==> src/hdl/can_xcvr_cfg.svh <==
/*
 * Constants of the transceiver mode and supply controller: times, counts,
 * register offsets, field positions, mode status codes and patterns.
 * Assumes a 10 MHz system clock and a 32-bit APB register bus.
 */
// How it works
// - regulator turns on by itself on bus activity or host enable
// - regulator health shown in diagnosis and interrupt registers
// - manual supply-on bit powers regulator independently of mode control
// - start timeout or short disables regulator, clears good, sets tx-off, clears manual
// - restart on tx-off cleared in Active, wake, manual set, Active entry
// - four modes, current one in two-bit diagnosis status field
// - Active needs request bit and chip run state; supply forced on
// - transmitter-disable bit keeps transmitter off, listen-only
// - leaving Active stops transmitter, watches for wake, autonomous termination
// - On-line keeps transmitter off; receive line goes low on wake
// - bus stuck at one level for off-line time enters Off-line
// - On-line Listen ignores bus except global wake, or conventional wake while partial networking enable is clear; receive line high
// - off-line time selectable, extended after entry from Off-line
// - termination mid-supply when on, ground in Off-line, floating on overload
// - conventional wake needs dominant, recessive, dominant, recessive
// - partial networking enable makes Listen use global wake frames
// - global wake needs first frame then second frame within timeout
// - after leaving Off-line for Listen second frame alone wakes until timeout
// - nine failure classes detected separately
// - each class in failure field; any change raises enabled interrupt
// - transmit line dominant too long disables transmitter until recovery and a bus edge or tx-off clear
// - receive line recessive under dominant bus disables transmitter
`ifndef CAN_XCVR_CFG_SVH
`define CAN_XCVR_CFG_SVH

// timing, in microseconds, and clock rate
`define CLK_MHZ        10
`define SUP_CLT_US     2000
`define OFFL_SHORT_US  50000
`define OFFL_LONG_US   200000
`define OFFL_EXT_US    500000
`define GWU_TMO_US     115000
`define TXD_DOM_US     1000
`define BUS_DOM_US     1000
`define RXD_CLAMP_US   10

// register byte offsets
`define OFF_CTRL 8'h00
`define OFF_DIAG 8'h04
`define OFF_INTS 8'h08
`define OFF_INTE 8'h0C

// control fields
`define CTRL_REQ  0
`define CTRL_TXD  1
`define CTRL_MAN  2
`define CTRL_OTS  3
`define CTRL_PNE  4
`define CTRL_W    5

// diagnosis fields
`define DIAG_MODE 0
`define DIAG_GOOD 2
`define DIAG_FAIL 3

// interrupt fields
`define INT_SUP  0
`define INT_FAIL 1
`define INT_W    2

// mode status codes
`define MD_OFFLINE 2'h0
`define MD_LISTEN  2'h1
`define MD_ONLINE  2'h2
`define MD_ACTIVE  2'h3

// global wake data: six common bytes, then the closing byte
`define GWU_HEAD  48'hC6EEEEEEEEEE
`define GWU_FIRST 8'hEF
`define GWU_WAKE  8'h37
`define GWU_DLC   4'h7

`endif

==> src/hdl/can_xcvr_pkg.sv <==
/*
 * Types shared by the transceiver controller.
 * Assumes nothing beyond a SystemVerilog compiler.
 */
package can_xcvr_pkg;
    // transceiver operating modes
    typedef enum logic [1:0] {
        MODE_OFFLINE,
        MODE_LISTEN,
        MODE_ONLINE,
        MODE_ACTIVE
    } mode_t;
endpackage

==> src/hdl/can_xcvr_ctrl.sv <==
/*
 * Transceiver mode, supply regulator and failure controller with an
 * APB register slave. Assumes all inputs synchronous to clk_sys, analog
 * short detectors and a frame decoder presenting one pulse per frame.
 */
`timescale 1ns/1ps
`include "can_xcvr_cfg.svh"

module can_xcvr_ctrl #(
    parameter int CW        = 24,
    parameter int SUP_CLT   = `SUP_CLT_US * `CLK_MHZ,
    parameter int OFFL_SHRT = `OFFL_SHORT_US * `CLK_MHZ,
    parameter int OFFL_LONG = `OFFL_LONG_US * `CLK_MHZ,
    parameter int OFFL_EXT  = `OFFL_EXT_US * `CLK_MHZ,
    parameter int GWU_TMO   = `GWU_TMO_US * `CLK_MHZ,
    parameter int TXD_DOM   = `TXD_DOM_US * `CLK_MHZ,
    parameter int BUS_DOM   = `BUS_DOM_US * `CLK_MHZ,
    parameter int RXD_CLAMP = `RXD_CLAMP_US * `CLK_MHZ
) (
    // clock and reset
    input  wire logic        clk_sys,
    input  wire logic        srst,
    // apb slave
    input  wire logic        psel,
    input  wire logic        penable,
    input  wire logic        pwrite,
    input  wire logic [7:0]  paddr,
    input  wire logic [31:0] pwdata,
    output logic      [31:0] prdata,
    output logic             pready,
    output logic             pslverr,
    // chip and bus sense
    input  wire logic        chip_run,
    input  wire logic        bus_dominant,
    input  wire logic        transmit_data_line,
    input  wire logic        rx_line_sense,
    input  wire logic [4:0]  line_fault,
    // regulator
    input  wire logic        supply_ok,
    input  wire logic        supply_short,
    output logic             transceiver_supply_regulator,
    // frame decoder
    input  wire logic        frame_done,
    input  wire logic [3:0]  frame_dlc,
    input  wire logic [55:0] frame_data,
    // transceiver outputs
    output logic             tx_enable,
    output logic             receive_data_line,
    output logic             term_mid,
    output logic             term_gnd,
    output logic             wake_event,
    output logic             irq
);

    // ****************************************
    // functions
    // ****************************************

    // global wake frame check, any identifier
    function automatic logic gwu_match(input logic [3:0] dlc,
                                       input logic [55:0] d,
                                       input logic [7:0] last);
        gwu_match = (dlc == `GWU_DLC) && (d == {`GWU_HEAD, last});
    endfunction

    // ****************************************
    // state
    // ****************************************

    can_xcvr_pkg::mode_t mode_q;
    can_xcvr_pkg::mode_t mode_d;
    logic [`CTRL_W-1:0]  ctrl_q;
    logic [`INT_W-1:0]   ints_q;
    logic [`INT_W-1:0]   inte_q;
    logic [8:0]          fail_q;
    logic                failed_q;
    logic                good_q;
    logic                wake_q;
    logic                ext_q;
    logic                bus_q;
    logic [1:0]          phase_q;
    logic                gwu_arm_q;
    logic                gwu_first_q;
    logic [CW-1:0]       clt_cnt_q;
    logic [CW-1:0]       lvl_cnt_q;
    logic [CW-1:0]       gwu_cnt_q;
    logic [CW-1:0]       txd_cnt_q;
    logic [CW-1:0]       rxr_cnt_q;
    logic [CW-1:0]       rxd_cnt_q;
    logic                txd_clamp_q;
    logic                rxd_clamp_q;

    logic                wr;
    logic                rd_take;
    logic                bus_edge;
    logic                run_req;
    logic                txd_fall;
    logic                man_set;
    logic                conv_wake;
    logic                gwu_wake;
    logic                wake_now;
    logic                sup_fail;
    logic                restart;
    logic                demand;
    logic [CW-1:0]       offl_lim;
    logic [8:0]          fail_d;

    // ****************************************
    // apb slave
    // ****************************************

    // one wait state, so every answer comes from a flop
    assign rd_take = psel & penable & ~pready;
    assign wr      = psel & penable & pready & pwrite;

    always_ff @(posedge clk_sys) begin
        if (srst) begin
            pready  <= 1'b0;
            pslverr <= 1'b0;
            prdata  <= 32'h0000_0000;
        end else begin
            pready  <= rd_take;
            pslverr <= 1'b0;
            prdata  <= 32'h0000_0000;
            if (rd_take) begin
                if (paddr == `OFF_CTRL) begin
                    prdata[`CTRL_W-1:0] <= ctrl_q;
                end else if (paddr == `OFF_DIAG) begin
                    prdata[`DIAG_MODE +: 2] <= mode_q;
                    prdata[`DIAG_GOOD]      <= good_q;
                    prdata[`DIAG_FAIL +: 9] <= fail_q;
                end else if (paddr == `OFF_INTS) begin
                    prdata[`INT_W-1:0] <= ints_q;
                end else if (paddr == `OFF_INTE) begin
                    prdata[`INT_W-1:0] <= inte_q;
                end else begin
                    pslverr <= 1'b1;
                end
            end
        end
    end

    // ****************************************
    // control register
    // ****************************************

    assign txd_fall = wr && (paddr == `OFF_CTRL) && ctrl_q[`CTRL_TXD]
                      && !pwdata[`CTRL_TXD];
    assign man_set  = wr && (paddr == `OFF_CTRL) && !ctrl_q[`CTRL_MAN]
                      && pwdata[`CTRL_MAN];

    // overload forces tx-off and drops manual; hardware set beats write
    always_ff @(posedge clk_sys) begin
        if (srst) begin
            ctrl_q <= '0;
        end else begin
            if (wr && paddr == `OFF_CTRL) begin
                ctrl_q <= pwdata[`CTRL_W-1:0];
            end
            if (sup_fail) begin
                ctrl_q[`CTRL_TXD] <= 1'b1;
                ctrl_q[`CTRL_MAN] <= 1'b0;
            end
        end
    end

    // interrupt enable
    always_ff @(posedge clk_sys) begin
        if (srst) begin
            inte_q <= '0;
        end else if (wr && paddr == `OFF_INTE) begin
            inte_q <= pwdata[`INT_W-1:0];
        end
    end

    // sticky events, write one to clear, a new event wins
    always_ff @(posedge clk_sys) begin
        if (srst) begin
            ints_q <= '0;
        end else begin
            if (wr && paddr == `OFF_INTS) begin
                ints_q <= ints_q & ~pwdata[`INT_W-1:0];
            end
            if (sup_fail) begin
                ints_q[`INT_SUP] <= 1'b1;
            end
            if (fail_d != fail_q) begin
                ints_q[`INT_FAIL] <= 1'b1;
            end
        end
    end

    always_ff @(posedge clk_sys) begin
        if (srst) begin
            irq <= 1'b0;
        end else begin
            irq <= |(ints_q & inte_q);
        end
    end

    // ****************************************
    // bus activity and conventional wake
    // ****************************************

    assign bus_edge = bus_dominant != bus_q;
    assign run_req  = ctrl_q[`CTRL_REQ] & chip_run;

    // level duration, restarted at each edge
    always_ff @(posedge clk_sys) begin
        if (srst) begin
            bus_q     <= 1'b0;
            lvl_cnt_q <= '0;
        end else begin
            bus_q <= bus_dominant;
            if (bus_edge) begin
                lvl_cnt_q <= '0;
            end else if (lvl_cnt_q != {CW{1'b1}}) begin
                lvl_cnt_q <= lvl_cnt_q + 1'b1;
            end
        end
    end

    // counts dominant, recessive, dominant phases; next recessive wakes
    always_ff @(posedge clk_sys) begin
        if (srst || mode_q == can_xcvr_pkg::MODE_ACTIVE) begin
            phase_q <= 2'h0;
        end else if (bus_edge && (phase_q[0] != bus_dominant)) begin
            phase_q <= phase_q + 2'h1;
        end
    end

    assign conv_wake = (phase_q == 2'h3) && bus_edge && !bus_dominant
        && (mode_q == can_xcvr_pkg::MODE_ONLINE
            || (mode_q == can_xcvr_pkg::MODE_LISTEN && !ctrl_q[`CTRL_PNE]));

    // ****************************************
    // global wake filter
    // ****************************************

    assign gwu_wake = mode_q == can_xcvr_pkg::MODE_LISTEN
        && ctrl_q[`CTRL_PNE] && frame_done && gwu_arm_q
        && gwu_match(frame_dlc, frame_data, `GWU_WAKE);

    // first frame or the step from off-line to listen arms a window of the timeout
    always_ff @(posedge clk_sys) begin
        if (srst || mode_q != can_xcvr_pkg::MODE_LISTEN) begin
            gwu_arm_q   <= 1'b0;
            gwu_first_q <= 1'b0;
            gwu_cnt_q   <= '0;
            if (!srst && mode_q == can_xcvr_pkg::MODE_OFFLINE
                && mode_d == can_xcvr_pkg::MODE_LISTEN) begin
                gwu_arm_q <= 1'b1;
            end
        end else if (ctrl_q[`CTRL_PNE] && frame_done
                     && gwu_match(frame_dlc, frame_data, `GWU_FIRST)) begin
            gwu_arm_q   <= 1'b1;
            gwu_first_q <= 1'b1;
            gwu_cnt_q   <= '0;
        end else if (gwu_arm_q) begin
            if (gwu_cnt_q >= CW'(GWU_TMO - 1)) begin
                gwu_arm_q   <= 1'b0;
                gwu_first_q <= 1'b0;
            end else begin
                gwu_cnt_q <= gwu_cnt_q + 1'b1;
            end
        end
    end

    assign wake_now = conv_wake | gwu_wake;

    // ****************************************
    // mode controller
    // ****************************************

    always_comb begin
        offl_lim = ext_q ? CW'(OFFL_EXT)
                 : (ctrl_q[`CTRL_OTS] ? CW'(OFFL_LONG) : CW'(OFFL_SHRT));
    end

    always_comb begin
        mode_d = mode_q;
        case (mode_q)
            can_xcvr_pkg::MODE_ACTIVE: begin
                if (!run_req) begin
                    mode_d = ctrl_q[`CTRL_PNE] ? can_xcvr_pkg::MODE_LISTEN
                                               : can_xcvr_pkg::MODE_ONLINE;
                end
            end
            can_xcvr_pkg::MODE_ONLINE,
            can_xcvr_pkg::MODE_LISTEN: begin
                if (run_req) begin
                    mode_d = can_xcvr_pkg::MODE_ACTIVE;
                end else if (lvl_cnt_q >= offl_lim - 1'b1) begin
                    mode_d = can_xcvr_pkg::MODE_OFFLINE;
                end
            end
            can_xcvr_pkg::MODE_OFFLINE: begin
                if (run_req) begin
                    mode_d = can_xcvr_pkg::MODE_ACTIVE;
                end else if (bus_edge) begin
                    mode_d = ctrl_q[`CTRL_PNE] ? can_xcvr_pkg::MODE_LISTEN
                                               : can_xcvr_pkg::MODE_ONLINE;
                end
            end
            default: begin
                mode_d = can_xcvr_pkg::MODE_OFFLINE;
            end
        endcase
    end

    // mode register; extension holds until the first bus edge
    always_ff @(posedge clk_sys) begin
        if (srst) begin
            mode_q <= can_xcvr_pkg::MODE_OFFLINE;
            ext_q  <= 1'b0;
        end else begin
            mode_q <= mode_d;
            if (mode_q == can_xcvr_pkg::MODE_OFFLINE
                && mode_d != can_xcvr_pkg::MODE_OFFLINE) begin
                ext_q <= 1'b1;
            end else if (bus_edge || mode_d == can_xcvr_pkg::MODE_OFFLINE) begin
                ext_q <= 1'b0;
            end
        end
    end

    // wake status held until Active is reached
    always_ff @(posedge clk_sys) begin
        if (srst || mode_q == can_xcvr_pkg::MODE_ACTIVE) begin
            wake_q     <= 1'b0;
            wake_event <= 1'b0;
        end else begin
            wake_event <= wake_now;
            if (wake_now) begin
                wake_q <= 1'b1;
            end
        end
    end

    // ****************************************
    // supply regulator
    // ****************************************

    assign demand = (mode_q != can_xcvr_pkg::MODE_OFFLINE)
                  | ctrl_q[`CTRL_MAN];
    assign sup_fail = transceiver_supply_regulator && !failed_q
        && ((!supply_ok && clt_cnt_q >= CW'(SUP_CLT - 1))
            || supply_short);
    assign restart = (txd_fall && mode_q == can_xcvr_pkg::MODE_ACTIVE)
        || wake_now || man_set
        || (mode_d == can_xcvr_pkg::MODE_ACTIVE
            && mode_q != can_xcvr_pkg::MODE_ACTIVE);

    // start timer runs only while on and not yet up
    always_ff @(posedge clk_sys) begin
        if (srst || !transceiver_supply_regulator || supply_ok) begin
            clt_cnt_q <= '0;
        end else if (clt_cnt_q != {CW{1'b1}}) begin
            clt_cnt_q <= clt_cnt_q + 1'b1;
        end
    end

    always_ff @(posedge clk_sys) begin
        if (srst) begin
            failed_q <= 1'b0;
        end else if (sup_fail) begin
            failed_q <= 1'b1;
        end else if (restart) begin
            failed_q <= 1'b0;
        end
    end

    // Active entry forces the supply on in the same edge
    always_ff @(posedge clk_sys) begin
        if (srst) begin
            transceiver_supply_regulator <= 1'b0;
            good_q                       <= 1'b0;
        end else begin
            transceiver_supply_regulator <= (demand || restart) && !sup_fail
                                            && (!failed_q || restart);
            good_q <= transceiver_supply_regulator && supply_ok
                      && !failed_q && !sup_fail;
        end
    end

    // ****************************************
    // clamp and failure detection
    // ****************************************

    // transmit line low too long; cleared on recovery plus activity
    always_ff @(posedge clk_sys) begin
        if (srst) begin
            txd_cnt_q   <= '0;
            txd_clamp_q <= 1'b0;
        end else begin
            txd_cnt_q <= transmit_data_line ? '0
                       : (txd_cnt_q >= CW'(TXD_DOM) ? txd_cnt_q
                                                    : txd_cnt_q + 1'b1);
            if (!transmit_data_line && txd_cnt_q >= CW'(TXD_DOM - 1)) begin
                txd_clamp_q <= 1'b1;
            end else if (transmit_data_line && (bus_edge || txd_fall)) begin
                txd_clamp_q <= 1'b0;
            end
        end
    end

    // receive line recessive while bus dominant; or stuck dominant
    always_ff @(posedge clk_sys) begin
        if (srst) begin
            rxr_cnt_q   <= '0;
            rxd_cnt_q   <= '0;
            rxd_clamp_q <= 1'b0;
        end else begin
            rxr_cnt_q <= !(rx_line_sense && bus_dominant) ? '0
                       : (rxr_cnt_q >= CW'(RXD_CLAMP) ? rxr_cnt_q
                                                      : rxr_cnt_q + 1'b1);
            rxd_cnt_q <= !(!rx_line_sense && !bus_dominant) ? '0
                       : (rxd_cnt_q >= CW'(RXD_CLAMP) ? rxd_cnt_q
                                                      : rxd_cnt_q + 1'b1);
            if (rxr_cnt_q >= CW'(RXD_CLAMP - 1) && rx_line_sense
                && bus_dominant) begin
                rxd_clamp_q <= 1'b1;
            end else if (!rx_line_sense || txd_fall) begin
                rxd_clamp_q <= 1'b0;
            end
        end
    end

    // nine classes: five analog shorts then four timed clamps
    always_comb begin
        fail_d      = '0;
        fail_d[4:0] = line_fault;
        fail_d[5]   = bus_dominant && lvl_cnt_q >= CW'(BUS_DOM - 1);
        fail_d[6]   = txd_clamp_q;
        fail_d[7]   = rxd_clamp_q;
        fail_d[8]   = rxd_cnt_q >= CW'(RXD_CLAMP);
    end

    always_ff @(posedge clk_sys) begin
        if (srst) begin
            fail_q <= '0;
        end else begin
            fail_q <= fail_d;
        end
    end

    // ****************************************
    // transceiver outputs
    // ****************************************

    always_ff @(posedge clk_sys) begin
        if (srst) begin
            tx_enable         <= 1'b0;
            receive_data_line <= 1'b1;
            term_mid          <= 1'b0;
            term_gnd          <= 1'b0;
        end else begin
            tx_enable <= mode_q == can_xcvr_pkg::MODE_ACTIVE
                      && !ctrl_q[`CTRL_TXD]
                      && !txd_clamp_q && !rxd_clamp_q
                      && good_q;
            case (mode_q)
                can_xcvr_pkg::MODE_ACTIVE: begin
                    receive_data_line <= !bus_dominant;
                end
                can_xcvr_pkg::MODE_LISTEN: begin
                    receive_data_line <= 1'b1;
                end
                default: begin
                    receive_data_line <= !wake_q;
                end
            endcase
            // floating when the supply is shut by overload
            term_mid <= !failed_q && mode_q != can_xcvr_pkg::MODE_OFFLINE;
            term_gnd <= !failed_q && mode_q == can_xcvr_pkg::MODE_OFFLINE;
        end
    end

endmodule

==> config.mk <==
export PLATFORM = sky130hd
export DESIGN_NAME = can_xcvr_ctrl
export DESIGN_NICKNAME = d
export VERILOG_FILES = /design/src/hdl/can_xcvr_pkg.sv /design/src/hdl/can_xcvr_ctrl.sv
export VERILOG_INCLUDE_DIRS = /design/src /design/src/hdl
export SDC_FILE = /design/constraint.sdc
export NUM_CORES = 1
export LEC_CHECK = 0
export ABC_AREA = 1
export BUFFER_PORTS_ARGS = -buffer_cell sky130_fd_sc_hd__buf_2
export CAP_MARGIN = 20
export CELL_PAD_IN_SITES_DETAIL_PLACEMENT = 1
export CELL_PAD_IN_SITES_GLOBAL_PLACEMENT = 2
export CORE_AREA = 5 5 181 183
export DETAILED_ROUTE_END_ITERATION = 12
export DIE_AREA = 0 0 186 188
export PLACE_DENSITY = 0.8
export SLEW_MARGIN = 20
export SYNTH_ARGS = -nofsm -noshare
export SYNTH_HDL_FRONTEND = slang
export SYNTH_SLANG_ARGS = --single-unit
==> constraint.sdc <==
create_clock -name clk_sys -period 2.59 [get_ports clk_sys]
set_clock_uncertainty 0.1 [all_clocks]
set_input_delay 0.518 -clock clk_sys [delete_from_list [all_inputs] [get_ports clk_sys]]
set_output_delay 0.518 -clock clk_sys [all_outputs]
set_load 0.01 [all_outputs]
Word level (Yosys, flattened, before mapping)

Index checks and enable logic that the tools add are counted.

Add/subtract/negate cells: 8
Magnitude comparators: 9
Eq/ne operators: 19
Mux-type cells: 34
Bitwise logic cells: 16
Reductions and logical operators: 99

Operator list:

| cell                  | count |
|---|---|
| $add 24x1->24 const B | 6 |
| $eq 56x56->1 const B  | 2 |
| $ge 24x14->1 const B  | 3 |
| $ge 24x7->1 const B   | 3 |
| $ne 24x24->1 const B  | 2 |
| $logic_and 1x1->1     | 46 |
| $ge 24x15->1 const B  | 1 |
| $ge 24x21->1 const B  | 1 |
| $ge 24x24->1          | 1 |
| $sub 23x1->24 const B | 1 |
| $mux 23               | 1 |
| $mux 2                | 11 |
| $mux 21               | 1 |
| $reduce_bool 2->1     | 9 |
| $reduce_or 2->1       | 9 |
| $mux 1                | 17 |
| $eq 8x4->1 const B    | 2 |
| $logic_not 1->1       | 15 |
| $logic_or 1x1->1      | 14 |
| $mux 10               | 1 |
| $ne 9x9->1            | 1 |
| $eq 2x2->1 const B    | 4 |
| $eq 8x3->1 const B    | 1 |
| $logic_not 8->1       | 1 |
| other kinds (18)      | 32 |

Bits in registers: 215
Input port bits: 117
Output and inout bits: 41
Word-level logic and storage cells: 220

Depth between registers and ports, before layout

Gate-level depths: netlist (run 1).

Word-level depth: 13
Mapped depth: 19
Depth with buffers taken out: 19

Least setup slack after synthesis (run 1)

No wires, ideal clock.

Path kind: reg-to-reg
From: register ctrl_q[3]
To: register ext_q
Library setup time: 0.115 ns
Data arrival time: 1.736 ns
Required time: 2.375 ns
Setup slack: 0.640 ns
Stages on the path, launching flop included: 17
Path buffers: 0
Cell sequence: dfxtp_1 -> inv_1 -> nor2_1 -> inv_1 -> ha_1 -> nand2_1 -> nor2_1 -> nand2_1 -> nor2_1 -> nand2_1 -> nand4_1 -> nand2_1 -> nand2_1 -> nand3_1 -> nand3_1 -> inv_1 -> o21a_1

Longest elaborated chain between the ends: 10

RTL lines:

| what                                                  | line                                       | source |
|---|---|---|
| start: declaration                                    | can_xcvr_ctrl.sv:72                        | `` logic [`CTRL_W-1:0] ctrl_q; `` |
| start signal: assignment                              | can_xcvr_ctrl.sv:158                       | `` ctrl_q <= pwdata[`CTRL_W-1:0]; `` |
| $mux 21 (*)                                           | can_xcvr_ctrl.sv:277                       | `` : (ctrl_q[`CTRL_OTS] ? CW'(OFFL_LONG) : CW'(OFFL_SHRT)); `` |
| $mux 23 (*)                                           | can_xcvr_ctrl.sv:276                       | `offl_lim = ext_q ? CW'(OFFL_EXT)` |
| $sub 23x1->24 (*)                                     | can_xcvr_ctrl.sv:293                       | `end else if (lvl_cnt_q >= offl_lim - 1'b1) begin` |
| $ge 24x24->1 (*)                                      | can_xcvr_ctrl.sv:293                       |  |
| $mux 2 (*)                                            | can_xcvr_ctrl.sv:293                       |  |
| $mux 2 (*)                                            | can_xcvr_ctrl.sv:291                       | `if (run_req) begin` |
| $pmux 2 s3 (*)                                        | can_xcvr_ctrl.sv:282                       | `case (mode_q)` |
| $reduce_bool 2->1 or $logic_not 2->1 (tied branches)  | can_xcvr_ctrl.sv:319, can_xcvr_ctrl.sv:321 |  |
| $logic_and 1x1->1 or $logic_or 1x1->1 (tied branches) | can_xcvr_ctrl.sv:319, can_xcvr_ctrl.sv:321 |  |
| $mux 1 or $reduce_bool 2->1 (tied branches)           | n/a                                        |  |
| end signal: assignment                                | can_xcvr_ctrl.sv:315                       | `ext_q <= 1'b0;` |
| end signal: assignment                                | can_xcvr_ctrl.sv:320                       | `ext_q <= 1'b1;` |
| end signal: assignment                                | can_xcvr_ctrl.sv:322                       | `ext_q <= 1'b0;` |
| end: declaration                                      | can_xcvr_ctrl.sv:79                        | `logic ext_q;` |

Every way passes the cells marked *; elsewhere a longest branch is shown, timed or not.
A chain may end at the register's enable or synchronous reset.

Worst setup path after layout (run 1)

From: register ext_q
To: register gwu_arm_q

Longest elaborated chain between the ends: 10

RTL lines:

| what                   | line                 | source |
|---|---|---|
| $mux 23                | can_xcvr_ctrl.sv:276 |  |
| $sub 23x1->24          | can_xcvr_ctrl.sv:293 |  |
| $ge 24x24->1           | can_xcvr_ctrl.sv:293 |  |
| $mux 2                 | can_xcvr_ctrl.sv:293 |  |
| $mux 2                 | can_xcvr_ctrl.sv:291 |  |
| $pmux 2 s3             | can_xcvr_ctrl.sv:282 |  |
| $eq 2x1->1             | can_xcvr_ctrl.sv:251 | `&& mode_d == can_xcvr_pkg::MODE_LISTEN) begin` |
| $logic_and 1x1->1      | can_xcvr_ctrl.sv:251 |  |
| $mux 1                 | can_xcvr_ctrl.sv:250 | `if (!srst && mode_q == can_xcvr_pkg::MODE_OFFLINE` |
| $mux 1                 | can_xcvr_ctrl.sv:246 | `if (srst \|\| mode_q != can_xcvr_pkg::MODE_LISTEN) begin` |
| end signal: assignment | can_xcvr_ctrl.sv:247 | `gwu_arm_q <= 1'b0;` |
| end signal: assignment | can_xcvr_ctrl.sv:252 | `gwu_arm_q <= 1'b1;` |
| end signal: assignment | can_xcvr_ctrl.sv:256 | `gwu_arm_q <= 1'b1;` |
| end: declaration       | can_xcvr_ctrl.sv:82  | `logic gwu_arm_q;` |

Every way passes these cells.

==> results.tsv, run 1 <==
stage	metric	value	unit
clock_tree	TritonCTS Sinks	195	
detailed_routing	routed len/inst	14.3	um
yosys	post-synth top area cell	dfxtp_1	
power_and_ir_drop	power density cells	552	nW/um2
clock_tree	maximum root-to-sink buffer count	2	
yosys	ys flop type	dfxtp_1	
yosys	Mapped Avg Cell Area	7.04	um2
place	IO Port Bufs	110	
worst_setup_path	worst r2r src	ext_q$_SDFFE_PP0P_	
worst_setup_path	WS Path Type	reg2reg	
grt	first-pass GRT wire length	45100	um
worst_setup_path	Crit Path Max Fanout	5	
sta	Slew Limit Fails	0	
clock_tree	CTS tree	done	
clock_tree	Worst-Skew Late Latency	440	ps
power_and_ir_drop	Max IR drop VDD	475	uV
layout	share of layout cells above drive strength 1	12.6	%
place	DP Cell Count	1906	
floorplan	die footprint	35000	um2
place	final RePlAce weighted congestion	0.826	
sta	crit share post-route	88.7	%
layout	Finished Layout Cells	1936	
floorplan	row count	65	
sta	Slew @ Worst Pin	671	ps
detailed_routing	initial DRC count	347	
detailed_routing	via count	9013	
sta	count of final hold-check violations	0	
yosys	Yosys warnings	0	
floorplan	Core ar.	31100	um2
floorplan	Ports	158	
sta	slew margin rel.	55.1	%
clock_tree	H-tree depth	4	
worst_setup_path	R2R depth	16	
detailed_routing	drt first pass iters	5	
worst_setup_path	Worst R2R Setup Slack	290	ps
floorplan	Die Y	188	um
sta	count of final setup violators	0	
worst_setup_path	Critical R2R Capture	gwu_arm_q$_DFF_P_	
hold_path	hold path endpoint	fail_q[1]$_SDFF_PP0_	
grt	pin count of the biggest net entering global routing	23	
clock_tree	CTS Buf Count	17	
yosys	top-count cell post-synth	inv_1	
layout	nets	1671	
clock_tree	Root Driver	clkbuf_16	
sta	fmax	435	MHz
detailed_routing	Final ANT Viol Nets	0	
sta	setup_tns	0	ps
yosys	asr flop ratio synth	0	%
layout	Area Growth Syn to Fin	17.3	%
worst_setup_path	crit path DAT	2570	ps
yosys	number of flops mapped to enable cells by yosys	0	
yosys	sequential element share of the synthesized area	40.1	%
hold_path	Hold Path Class	in2reg	
worst_setup_path	Worst Setup Start Kind	register	
hold_path	min-delay src	line_fault[1]	
detailed_routing	drc violations	0	
floorplan	Die W	186	um
power_and_ir_drop	LEAKAGE	4.76	nW
place	dpl hpwl	22000	um
yosys	Yosys reg bits	195	
grt	Total GRT Usage	15.8	%
yosys	post-synth top area share	40.1	%
grt	total grt overflow	0	
yosys	leading post-synthesis cells by cell area	dfxtp_1 (40%), inv_1 (9.4%), nand2_1 (9.3%)	
grt	initial antenna violation count	2	
floorplan	Initial Util	31.3	%
yosys	Netlist cell types	49	
sta	RSZ-0062 raised after global routing	false	
worst_setup_path	CP required	2870	ps
detailed_routing	post-DR vias/cell	4.66	
worst_setup_path	CP endpoint kind	register	
grt	vias in the first global route	9138	
hold_path	hold depth	3	
yosys	Gate Count Post-Synth	1383	
sta	final critical-path required period	2300	ps
yosys	synth cell count leaders	inv_1 (244), nand2_1 (241), nor2_1 (210)	
yosys	area of the mapped netlist	9730	um2
outcome	outcome	complete, no violations	
layout	diode count	0	
flow_run	max cap viols	0	
clock_tree	Worst-path clk slew	80	ps
detailed_routing	Post-Route WL	27600	um
-- power breakdown --
group / switching [mW] / internal [mW]
logic: 0.344 / 0.200
registers: 0.0475 / 3.04
clock network: 1.28 / 1.39
-- cell families after synthesis --
family | count (synthesis) | synth area share [%]
buf+inv | 285 | 11.9
fa+ha+maj | 31 | 3.99
simple gates | 658 | 29.9
xor+xnor | 48 | 4.32
flops | 195 | 40.1
compound gates | 164 | 9.70
other cells | 2 | 0.0772
-- how the worst max path moves through the flow --
stage / startpoint / slack [ps] / cells past startpoint / end
2_1_floorplan: ctrl_q[3]$_SDFFE_PP0P_ / 640 / 16 / ext_q$_SDFFE_PP0P_
6_report: ext_q$_SDFFE_PP0P_ / 290 / 16 / gwu_arm_q$_DFF_P_
4_1_cts: ctrl_q[3]$_SDFFE_PP0P_ / 190 / 17 / transceiver_supply_regulator$_SDFF_PP0_
3_3_place_gp: srst / 120 / 6 / txd_cnt_q[6]$_SDFFE_PP0N_
3_5_place_dp: srst / 90 / 6 / txd_cnt_q[6]$_SDFFE_PP0N_
5_1_grt: ext_q$_SDFFE_PP0P_ / 60 / 16 / gwu_arm_q$_DFF_P_
-- stage by stage --
step	instance area [um2]	hold WS (ps)	setup slack [ps]	total power [mW]	utilization (%)
final	11400	204	293	6.30	36.7
after global routing	11400	191	61.8	6.60	36.7
after CTS	11400	184	188	6.40	36.7
after detailed placement	10800	319	86.3	3.72	34.9
after global placement	10800	314	124	3.70	34.9
after floorplan	9810	308	640	3.49	-
-- layout make-up --
type	count	area [um2]
fill	3956	19700
multi-input combinational	924	4750
sequential	195	3900
inverter	249	935
timing repair buffer	136	746
tap	402	503
clock buffer	18	439
clock inverter	12	141
-- critical path, cell delays in order (launching register included) --
cell,delay (ps)
dfxtp_1,430
nor2_1,60
buf_4,160
ha_1,290
nand2_1,90
inv_1,40
nand2_1,50
nand2_1,50
a21oi_1,220
nand4_1,130
nand2_1,80
nand2_1,50
nand2_1,70
nand2_1,50
nor2_1,200
nand3_1,110
nand2_1,60
-- registers in the layout, summed over array words and instances, names as in the netlist, 5 cells and up --
| name | count |
|---|---|
| txd_cnt_q | 24 |
| prdata | 12 |
| fail_q | 9 |
| rxd_cnt_q | 24 |
| lvl_cnt_q | 24 |
| clt_cnt_q | 24 |
| ctrl_q | 5 |
| gwu_cnt_q | 24 |
| rxr_cnt_q | 24 |
-- per-layer routing --
| metal | wire length [um] | share of wire [%] | global-route usage [%] |
|---|---|---|---|
| met3 | 1280 | 4.6 | 2.95 |
| met2 | 13400 | 49 | 28.0 |
| met5 | 25 | 0.091 | 0 |
| met1 | 12700 | 46 | 20.0 |
| met4 | 195 | 0.71 | 2.86 |
-- timing repair --
item | CTS | global route
endpoints found under the setup margin | 0 | 3
hold buffers | 0 | 0
gates resized for setup | 0 | 1
setup buffers | 0 | 0
-- cell usage in the layout, fill, tap and decap left out, types with 23 or more instances in the layout --
master     n
inv_1    244
nand3_1   49
nor2_1   209
buf_4     26
buf_2    110
conb_1    23
nor3_1    60
o21ai_0   58
a21oi_1   69
dfxtp_1  195
xor2_1    31
nand2_1  241
ha_1      31
nand4_1   47
Power figures use the tool's default switching activity.
==> inputs of run 2 (changes only) <==
--- a/config.mk
+++ b/config.mk
@@ -14,7 +14,9 @@
 export CORE_AREA = 5 5 181 183
 export DETAILED_ROUTE_END_ITERATION = 12
 export DIE_AREA = 0 0 186 188
+export HOLD_SLACK_MARGIN = 0.02
 export PLACE_DENSITY = 0.8
+export RECOVER_POWER = 50
 export SLEW_MARGIN = 20
 export SYNTH_ARGS = -nofsm -noshare
 export SYNTH_HDL_FRONTEND = slang
==> results.tsv, run 2 (synthesis results as in run 1) <==
stage	metric	value	unit	change
outcome	outcome	complete, no violations		
sta	Slew Limit Fails	0		unchanged
hold_path	min-delay src	line_fault[1]		
hold_path	hold path endpoint	fail_q[1]$_SDFF_PP0_		
clock_tree	maximum root-to-sink buffer count	2		unchanged
worst_setup_path	Crit Path Max Fanout	16		+11
floorplan	Initial Util	31.3	%	unchanged
flow_run	max cap viols	0		unchanged
layout	share of layout cells above drive strength 1	10.8	%	-1.9 points
grt	Total GRT Usage	15.8	%	unchanged
grt	total grt overflow	0		unchanged
grt	initial antenna violation count	2		unchanged
worst_setup_path	CP max stage delay	740	ps	+310 ps
clock_tree	CTS tree	done		
clock_tree	H-tree depth	4		unchanged
clock_tree	TritonCTS Sinks	195		unchanged
layout	nets	1671		unchanged
worst_setup_path	Critical R2R Capture	gwu_arm_q$_DFF_P_		
layout	fin util	36.6	%	-0.17 points
hold_path	Hold Path Class	in2reg		
detailed_routing	drc violations	0		unchanged
detailed_routing	drt first pass iters	4		-1
floorplan	die footprint	35000	um2	unchanged
power_and_ir_drop	Max IR drop VDD	473	uV	-0.50%
place	dpl hpwl	22000	um	unchanged
floorplan	Core ar.	31100	um2	unchanged
grt	vias in the first global route	9138		unchanged
worst_setup_path	crit path DAT	2540	ps	-30 ps
layout	most common cell after layout, fill and taps aside	inv_1		
hold_path	hold depth	3		unchanged
sta	count of final hold-check violations	0		unchanged
sta	slew margin rel.	31.7	%	-23 points
sta	RSZ-0062 raised after global routing	false		
worst_setup_path	Worst R2R Setup Slack	300	ps	about the same
sta	worst hold slack	206	ps	+1.82 ps
floorplan	Ports	158		unchanged
floorplan	row count	65		unchanged
clock_tree	Worst-path clk slew	80	ps	about the same
detailed_routing	initial DRC count	349		+0.58%
power_and_ir_drop	power density cells	553	nW/um2	+0.27%
worst_setup_path	WS Path Type	in2reg		
detailed_routing	via count	9018		+0.055%
sta	count of final setup violators	0		unchanged
place	IO Port Bufs	110		unchanged
floorplan	Die W	186	um	unchanged
worst_setup_path	CP endpoint kind	register		
worst_setup_path	CP required	2830	ps	-40 ps
detailed_routing	routed len/inst	14.3	um	+0.12%
worst_setup_path	Critical Path Source	srst		
layout	most frequent cells in the layout	inv_1 (244), nand2_1 (241), nor2_1 (210)		
clock_tree	hold_buf cts	0		unchanged
worst_setup_path	slowest stage cell, crit path	clkbuf_1		
worst_setup_path	R2R depth	16		unchanged
clock_tree	CTS Buf Count	17		unchanged
layout	Area Growth Syn to Fin	16.8	%	
clock_tree	Root Driver	clkbuf_16		
grt	pin count of the biggest net entering global routing	23		unchanged
power_and_ir_drop	LEAKAGE	4.64	nW	-2.4%
sta	final critical-path required period	2300	ps	+1.41 ps
grt	first-pass GRT wire length	45100	um	unchanged
sta	Slew @ Worst Pin	1020	ps	+354 ps
floorplan	Die Y	188	um	unchanged
sta	setup_tns	0	ps	unchanged
place	final RePlAce weighted congestion	0.826		unchanged
worst_setup_path	worst r2r src	ext_q$_SDFFE_PP0P_		
sta	crit share post-route	88.7	%	about the same
detailed_routing	post-DR vias/cell	4.66		about the same
clock_tree	Worst-Skew Late Latency	440	ps	about the same
worst_setup_path	Worst Setup Start Kind	input port		
layout	diode count	0		unchanged
sta	fmax	435	MHz	about the same
detailed_routing	Final ANT Viol Nets	0		unchanged
detailed_routing	Post-Route WL	27600	um	+0.12%
worst_setup_path	CP Cell Sequence	clkbuf_1 -> nor2_1 -> inv_1 -> o21ai_0 -> o21ai_0 -> inv_1		
power_and_ir_drop	post-route total power	6.29	mW	-0.19%
==> run 2: cell count changes in the layout (fill, tap and decap cells not counted), sizes merged <==
cell / change
clkbuf: +28
buf: -28
==> run 2: area by class of cell <==
| cell class | count | area, um2 |
|---|---|---|
| Multi-Input combinational cell | 924 | 4750 |
| Inverter | 249 | 935 |
| Fill cell | 3964 | 19700 |
| Clock buffer | 18 | 439 |
| Clock inverter | 12 | 141 |
| Tap cell | 402 | 503 |
| Timing Repair Buffer | 136 | 696 |
| Sequential cell | 195 | 3900 |
==> run 2: how the worst max path moves through the flow <==
stage	end	slack, ps
floorplan	ext_q$_SDFFE_PP0P_	640
detailed placement	txd_cnt_q[6]$_SDFFE_PP0N_	90
CTS	transceiver_supply_regulator$_SDFF_PP0_	190
global placement	txd_cnt_q[6]$_SDFFE_PP0N_	120
global route	gwu_arm_q$_DFF_P_	60
finish	txd_clamp_q$_SDFFE_PP0P_	290
==> run 2: layer usage <==
metal | track usage [%] | share of wire [%] | vias up
met3 | 2.95 | 4.6 | 16
met1 | 20.0 | 46 | 4224
met4 | 2.86 | 0.71 | 4
li1 | - | - | 4645
met2 | 28.0 | 49 | 129
met5 | 0 | 0.090 | -
==> run 2: timing repair <==
action | CTS | global route
endpoints found under the setup margin | 0 | 3
resized for setup | 0 | 1
hold endpoints to repair | 0 | 0
buffers inserted | 0 | 0
==> run 2: worst max-delay path: cells and delay by family <==
kind,cells,cell delay [ps]
AO/OA/AOI/OAI,2,290
buffers and inverters,3,1300
AND/OR/NAND/NOR,1,420
==> run 2: stage by stage <==
| stage | setup slack (ps) | instance area (um2) | instances |
|---|---|---|---|
| 5_1_grt | 55.2 | 11400 | 1936 |
| 4_1_cts | 188 | 11400 | 1936 |
| 6_report | 292 | 11400 | 1936 |
| 3_5_place_dp | 86.3 | 10800 | 1906 |
| 3_3_place_gp | 124 | 10800 | 1906 |
| 2_1_floorplan | 640 | 9810 | 1404 |
==> run 2: power by group <==
| part | switching (mW) | internal [mW] | total, mW |
|---|---|---|---|
| logic | 0.344 | 0.193 | 0.536 |
| registers | 0.0475 | 3.04 | 3.09 |
| clock network | 1.27 | 1.39 | 2.66 |
